File: src/rtl/led_sink_pkg.sv
// Package: constants and types for the twelve-stage LED sink driver
package led_sink_pkg;
  localparam int STAGES = 12;
  localparam int RISE_TAP = 10;
  localparam int FALL_TAP = 11;
  localparam int BUF_DEPTH = 2;
  localparam logic [STAGES-1:0] CHAIN_RST = 12'h000;
  localparam logic [STAGES-1:0] LATCH_RST = 12'h000;
  localparam logic SERIAL_RST = 1'b0;
  localparam logic CLK_RST = 1'b0;
  // Event kinds carried through the buffer
  typedef enum logic {EV_RISE, EV_FALL} edge_kind_e;
  typedef struct packed {
    edge_kind_e kind;
    logic bit_in;
  } edge_event_s;
endpackage

File: src/rtl/edge_stream_if.sv
// Interface: valid/ready stream of shift clock events
`timescale 1ns/10ps
`default_nettype none
interface edge_stream_if;
  import led_sink_pkg::*;
  logic valid;
  logic ready;
  edge_event_s data;
  modport src (output valid, output data, input ready);
  modport dst (input valid, input data, output ready);
endinterface
`default_nettype wire

File: src/rtl/edge_buffer.sv
// Module: two-entry buffer for shift clock events
`timescale 1ns/10ps
`default_nettype none
module edge_buffer
#(
  parameter int DEPTH = led_sink_pkg::BUF_DEPTH
)
(
  input wire logic clk,
  input wire logic rst,
  edge_stream_if.dst in_s,
  edge_stream_if.src out_s
);
  import led_sink_pkg::*;
  localparam int PW = (DEPTH > 1) ? $clog2(DEPTH) : 1;
  localparam int CW = $clog2(DEPTH + 1);
  localparam logic [PW-1:0] LAST = PW'(DEPTH - 1);

  edge_event_s mem_q [DEPTH];
  edge_event_s mem_d [DEPTH];
  logic [PW-1:0] wr_q, wr_d, rd_q, rd_d;
  logic [CW-1:0] cnt_q, cnt_d;
  logic push, pop;

  function automatic logic [PW-1:0] bump(input logic [PW-1:0] p);
    bump = (p == LAST) ? '0 : p + 1'b1;
  endfunction

  assign in_s.ready = (cnt_q != CW'(DEPTH));
  assign out_s.valid = (cnt_q != '0);
  assign out_s.data = mem_q[rd_q];
  assign push = in_s.valid && in_s.ready;
  assign pop = out_s.valid && out_s.ready;

  always_comb
  begin
    for (int i = 0; i < DEPTH; i++)
      mem_d[i] = mem_q[i];
    if (push)
      mem_d[wr_q] = in_s.data;
    wr_d = push ? bump(wr_q) : wr_q;
    rd_d = pop ? bump(rd_q) : rd_q;
    cnt_d = cnt_q + CW'(push) - CW'(pop);
  end

  always_ff @(posedge clk)
  begin
    if (rst)
    begin
      wr_q <= '0;
      rd_q <= '0;
      cnt_q <= '0;
    end
    else
    begin
      wr_q <= wr_d;
      rd_q <= rd_d;
      cnt_q <= cnt_d;
    end
    for (int i = 0; i < DEPTH; i++)
      mem_q[i] <= mem_d[i];
  end
endmodule // edge_buffer
`default_nettype wire

File: src/rtl/led_sink_driver.sv
// Module: twelve-stage shift-and-store LED sink driver
// Function
// Twelve stages, serial input into stage zero
// Shift only on shift clock rising edges
// Strobe high: latches follow; low: hold
// Enable low floats all parallel outputs
// Stored one sinks low, zero floats
// Rise output takes stage ten on rise
// Fall output takes stage eleven on fall
// Cascade from rise or fall output
// Host shifts bits, then pulses strobe
// Keep enable low until pattern loaded
`timescale 1ns/10ps
`default_nettype none
module led_sink_driver
#(
  parameter int STAGES = led_sink_pkg::STAGES
)
(
  input wire logic clk,
  input wire logic rst,
  input wire logic serial_in,
  input wire logic shift_clock,
  input wire logic latch_strobe,
  input wire logic output_enable,
  input wire logic drain_stall,
  output logic shift_ready,
  output logic [STAGES-1:0] led_sink_out,
  output logic [STAGES-1:0] led_sink_oe,
  output logic cascade_out_rise,
  output logic cascade_out_fall
);
  import led_sink_pkg::*;

  // ==========================================================
  // Edge detection on the sampled shift clock
  logic clk_prev_q, clk_prev_d;
  edge_stream_if ev_in ();
  edge_stream_if ev_out ();

  always_comb
  begin
    clk_prev_d = shift_clock;
    ev_in.valid = (shift_clock != clk_prev_q);
    ev_in.data.kind = shift_clock ? EV_RISE : EV_FALL;
    ev_in.data.bit_in = serial_in;
  end

  always_ff @(posedge clk)
  begin
    if (rst)
      clk_prev_q <= CLK_RST;
    else
      clk_prev_q <= clk_prev_d;
  end

  // ==========================================================
  // Event buffer
  // Events keep their order, so a fall sees the chain as it stood after
  // every earlier rise the buffer accepted; edges that arrive while it is full are lost
  edge_buffer #(.DEPTH(BUF_DEPTH)) u_buf
  (
    .clk(clk),
    .rst(rst),
    .in_s(ev_in),
    .out_s(ev_out)
  );

  assign ev_out.ready = !drain_stall;

  // ==========================================================
  // Shift chain and serial outputs
  logic [STAGES-1:0] chain_q, chain_d;
  logic rise_q, rise_d, fall_q, fall_d;
  logic take_rise, take_fall;

  // Head of the buffer is consumed this cycle and is of kind want
  function automatic logic head_is(input logic v, input logic r,
                                   input edge_kind_e got,
                                   input edge_kind_e want);
    head_is = v && r && (got == want);
  endfunction

  assign take_rise = head_is(ev_out.valid, ev_out.ready,
                             ev_out.data.kind, EV_RISE);
  assign take_fall = head_is(ev_out.valid, ev_out.ready,
                             ev_out.data.kind, EV_FALL);

  // One slice per stage; stage zero alone listens to the serial input
  for (genvar s = 0; s < STAGES; s++)
  begin : g_stage
    if (s == 0)
    begin : g_head
      assign chain_d[s] = take_rise ? ev_out.data.bit_in
                                    : chain_q[s];
    end
    else
    begin : g_body
      assign chain_d[s] = take_rise ? chain_q[s-1]
                                    : chain_q[s];
    end
  end

  always_comb
  begin
    rise_d = rise_q;
    fall_d = fall_q;
    // Taps read the chain as it stood before this event
    if (take_rise)
      rise_d = chain_q[RISE_TAP];
    if (take_fall)
      fall_d = chain_q[FALL_TAP];
  end

  // ==========================================================
  // Storage latches and open-drain drive
  logic [STAGES-1:0] latch_q, latch_d;
  logic [STAGES-1:0] oe_q, oe_d;
  logic [STAGES-1:0] low_q, low_d;

  always_comb
  begin
    // Registered transparency: the latch trails the chain by a cycle
    latch_d = latch_strobe ? chain_q : latch_q;
  end

  // ==========================================================
  // Per-pin open-drain stage
  // The data value never changes, so a pin can only sink or float;
  // driving high into an LED string would fight its supply
  for (genvar p = 0; p < STAGES; p++)
  begin : g_pin
    assign oe_d[p] = output_enable && latch_q[p];
    assign low_d[p] = 1'b0;
  end

  always_ff @(posedge clk)
  begin
    if (rst)
    begin
      // Parts without reset power up random; here a known zero
      chain_q <= CHAIN_RST;
      latch_q <= LATCH_RST;
      oe_q <= '0;
      low_q <= '0;
      rise_q <= SERIAL_RST;
      fall_q <= SERIAL_RST;
      shift_ready <= 1'b1;
    end
    else
    begin
      chain_q <= chain_d;
      latch_q <= latch_d;
      oe_q <= oe_d;
      low_q <= low_d;
      rise_q <= rise_d;
      fall_q <= fall_d;
      shift_ready <= ev_in.ready;
    end
  end

  assign led_sink_oe = oe_q;
  // Both cascade taps are offered; the far side picks one
  assign cascade_out_rise = rise_q;
  assign cascade_out_fall = fall_q;
  assign led_sink_out = low_q;
endmodule // led_sink_driver
`default_nettype wire

File: config.mk
export PLATFORM = sky130hd
export DESIGN_NAME = led_sink_driver
export DESIGN_NICKNAME = d
export VERILOG_FILES = /design/src/rtl/led_sink_pkg.sv /design/src/rtl/edge_stream_if.sv /design/src/rtl/edge_buffer.sv /design/src/rtl/led_sink_driver.sv
export SDC_FILE = /design/constraint.sdc
export NUM_CORES = 1
export LEC_CHECK = 0
export BUFFER_PORTS_ARGS = -buffer_cell sky130_fd_sc_hd__buf_2
export CAP_MARGIN = 20
export CORE_ASPECT_RATIO = 0.6
export CORE_MARGIN = 10
export CORE_UTILIZATION = 29
export CTS_CLUSTER_DIAMETER = 60
export DETAILED_ROUTE_END_ITERATION = 8
export PLACE_DENSITY = 0.56
export SYNTH_ARGS = -nofsm -noshare
export SYNTH_HDL_FRONTEND = slang
export SYNTH_SLANG_ARGS = --single-unit
File: constraint.sdc
create_clock -name clk -period 1.7 [get_ports clk]
set_input_delay 0.255 -clock clk [delete_from_list [all_inputs] [get_ports clk]]
set_output_delay 0.255 -clock clk [all_outputs]
set_load 0.01 [all_outputs]
==> qor.tcl <==
set qor(outcome) {complete, no violations}
set qor(grt_setup_unrepaired) {no}
set qor(crit_startpoint) {u_buf.cnt_q[0]}
set qor(ys_async_sr_fraction_pct) 0
set qor(end_of_flow_core_utilization_pct) 33.65
set qor(pre_cts_slack_ns) -0.01846
set qor(synth-simple-area-share_pct) 16.48
set qor(post_synth_fa_ha_maj_area_fraction_pct) 1.379
set qor(clockBufferDepth) 2
set qor(count_of_tritonroute_iterations_in_the_first_routing_pass) 4
set qor(port_buffers) 21
set qor(synth-edff-count) 4
set qor(synth_seq_cells) 48
set qor(slew_violations) 0
set qor(fp.coreArea_um2) 6083
set qor(clock_sinks) 48
set qor(synth-seq-area-share_pct) 55.17
set qor(rows) 22
set qor(worst_hold_slack_ns) 0.1607
set qor(ir_drop_uv) 309.8
set qor(pwr-share-clk_pct) 29.4
set qor(timing.critical_path.required_ns) 1.88
set qor(first_pass_grt_wire_length_um) 5071
set qor(vias) 1000
set qor(cp.arrival_ns) 1.72
set qor(avgSynthCellArea_um2) 11.41
set qor(global_route.overflow_total) 0
set qor(post_drt_via_cell_ratio) 3.731
set qor(synth_area_leader_cell) {dfxtp_1}
set qor(maximum_number_of_pins_on_one_net_before_global_route_repair) 21
set qor(pwr-share-comb_pct) 16.1
set qor(clock_pin_slew_reported_for_the_worst_setup_and_hold_paths_after_clock_tree_synthesis_ns) 0.08
set qor(internal_power_mw) 1.727
set qor(timing.hold.worst.start) {serial_in}
set qor(r2r_setup_slack_ns) 0.16
set qor(cp_common_cell) {ha_1}
set qor(filler_cell_count) 616
set qor(routed_wire_length_per_instance_um) 11.12
set qor(timing.final.hold_violations) 0
set qor(cp-end-kind) {flip-flop}
set qor(worstHoldPathCells) 1
set qor(fraction_of_final_layout_cells_sized_beyond_drive_strength_1_pct) 20.11
set qor(setup.worst_path.start_class) {flip-flop}
set qor(layout-area-overhead-vs-synth_pct) 12.83
set qor(initialDrtViolationCount) 21
set qor(maxCapViolCount) 0
set qor(wirelength_um) 2981
set qor(hold_class) {input pin to flip-flop}
set qor(final.min_clock_period_ns) 1.542
set qor(fin_setup_tns_ns) 0
set qor(postRouteAntennaNets) 0
set qor(critical_path.slowest_cell) {dfxtp_2}
set qor(synth.top_cell.area_share_pct) 48.55
set qor(num-nets-final) 192
set qor(clock_latency_ns) 0.29
set qor(synthesis.instances) 159
set qor(synth_mux_area_share_pct) 15.24
set qor(fp.dieW_um) 122.1
set qor(synth.top_cells.by_area) {dfxtp_1, mux2i_1, edfxtp_1}
set qor(first_global_vias) 1040
set qor(worst_case_hold_path_end_point) {u_buf.mem_q[1][0]}
set qor(switching_share_pct) 25.59
set qor(post_synth_instance_area_um2) 1814
set qor(skew_ns) 0.002186
set qor(cp_slowest_stage_delay_ns) 0.35
set qor(power-per-cell-area_nw_per_um2) 1134
set qor(number_of_antenna_diodes) 0
set qor(synthesis.yosys.warnings) 0
set qor(multi_input_area_um2) 706.9
set qor(critical_path_peak_fanout) 3
set qor(dp_hpwl_um) 2122
set qor(crit_path_cell_trace) {o21bai_4 > inv_2 > ha_1 > inv_1 > ha_1 > xor2_1 > xnor2_1 > nor2_1}
set qor(initial_utilization_pct) 29.82
set qor(crit-reg2reg-launch) {u_buf.cnt_q[0]}
set qor(placed_cells_incl_taps) 259
set qor(sw_pwr_mw) 0.5941
set qor(drc) 0
set qor(power_mw) 2.321
set qor(grt.total_usage_pct) 6.434
set qor(setup_slack_ns) 0.1578
set qor(sequentialPowerShare_pct) 54.5
set qor(synth_cell_types) 25
set qor(routabilityCongestion) 0.6880
set qor(p_leak_nw) 0.8877
set qor(htree_levels) 2
set qor(sequential_cell_area_um2) 1002
set qor(worstSetupPathType) {flip-flop to flip-flop}
set qor(synth_xor_area_share_pct) 1.931
set qor(final_area_um2) 2047
set qor(number_of_antenna_violations_at_the_first_check_in_global_routing) 0
set qor(worstRegToRegCells) 8
set qor(placed_cell_area_um2) 1948
set qor(tritoncts.num_buffers) 5
set qor(fin_cells) 268
set qor(holdBufCountCts) 0
set qor(die-height_um) 81.27
set qor(dominantRegCellSynth) {dfxtp_1}
set qor(cts_tree) {built}
set qor(io-pin-count) 34
set qor(timing.fmax_ghz) 0.6484
set qor(synth_top_family_by_area) {simple AND/OR/NAND/NOR gates}
set qor(cts-root-buf) {clkbuf_8}
set qor(layout_worst_path_cycle_share_pct) 90.72
set qor(crit-reg2reg-capture) {u_buf.cnt_q[1]}
set qor(timing.final.setup_violations) 0
set qor(dieArea_um2) 9923
set qor(synth_compound_area_share_pct) 1.448
## cell type report
class,count,area share (%)
clock buffers,8,4.401
inverters,4,0.7335
multi-input cells,100,34.54
flip-flops and latches,48,48.96
well taps,84,5.134
repair buffers,24,6.235
## synth_stat cells (2+ instances only)
library cell	n
buf_4	12
clkbuf_1	2
and2_1	13
mux2i_1	25
dfxtp_1	44
edfxtp_1	4
nor2b_1	3
xnor2_1	3
ha_1	2
nor2_1	18
buf_2	3
nand2b_1	14
inv_1	4
## how the worst max path moves through the flow
stage / end / depth (start not counted)
after floorplan: u_buf.cnt_q[1] / 8
after global placement: u_buf.cnt_q[1] / 8
after detailed placement: u_buf.cnt_q[1] / 8
after CTS: u_buf.cnt_q[1] / 8
after global routing: u_buf.cnt_q[1] / 8
final: u_buf.cnt_q[1] / 8
## layout by cell type, fill, tap and decap left out
cell | synthesis | routed
nor4_1 | 1 | 1
buf_4 | 12 | 3
nor2b_2 | 1 | 1
clkbuf_1 | 2 | 2
nor2b_1 | 3 | 3
xor2_1 | 1 | 1
nor2_8 | 1 | 1
buf_2 | 3 | 21
mux2_4 | 1 | 1
clkbuf_8 | 0 | 6
dfxtp_1 | 44 | 43
dfxtp_2 | 0 | 1
inv_2 | 0 | 1
conb_1 | 1 | 12
and2_1 | 13 | 13
o21bai_1 | 1 | 1
mux2i_1 | 25 | 25
nand2b_1 | 14 | 14
edfxtp_1 | 4 | 4
inv_1 | 4 | 3
o21bai_4 | 1 | 1
xnor2_1 | 3 | 3
nor2_1 | 18 | 18
nor3_1 | 1 | 1
mux2_2 | 1 | 1
ha_1 | 2 | 2
nand2_1 | 1 | 1
## per-layer routing
metal	track usage, %	wire [um]
met1	8.293	1541
met2	9.047	1203
met3	3.532	206
met4	1.756	29
met5	0	0
## state kept, by name, summed over array words and instances (netlist names), named ones only
signal,count
cascade_out_fall,1
shift_ready,1
latch_q,12
led_sink_oe,12
u_buf.wr_q,1
u_buf.rd_q,1
clk_prev_q,1
u_buf.mem_q,4
u_buf.cnt_q,2
chain_q,12
## power groups by stage
| stage | Sequential [mW] | Clock, mW | Combinational [mW] |
|---|---|---|---|
| 2_1_floorplan | 1.28 | 0 | 0.341 |
| 5_1_grt | 1.28 | 0.768 | 0.420 |
| 6_report | 1.27 | 0.682 | 0.373 |
| 3_3_place_gp | 1.29 | 0 | 0.358 |
| 4_1_cts | 1.26 | 0.717 | 0.375 |
| 3_5_place_dp | 1.29 | 0 | 0.362 |
## worst max-delay path: cells and delay by family (launching register included)
family	cells	cell delay [ns]
fa+ha+maj	2	0.44
flops	1	0.35
xor+xnor	2	0.32
compound gates	1	0.15
buf+inv	2	0.13
simple gates	1	0.05
## kinds of logic (layout without fill, tap and decap cells)
family                   Yosys count  in the layout
AND/OR/NAND/NOR                   53             53
flip-flops                        48             48
multiplexers                      27             27
buffers and inverters             22             36
XOR/XNOR                           4              4
adder cells (fa/ha/maj)            2              2
AO/OA/AOI/OAI                      2              2
other                              1             12
## timing repair
item / CTS / global route
setup buffers: 1 / 0
setup endpoints to repair: 1 / 1
gates resized for setup: 0 / 2
endpoints found under the hold margin: 0 / 0
pin swaps: 1 / 0
Note: power is estimated with default switching activity, not from simulation.
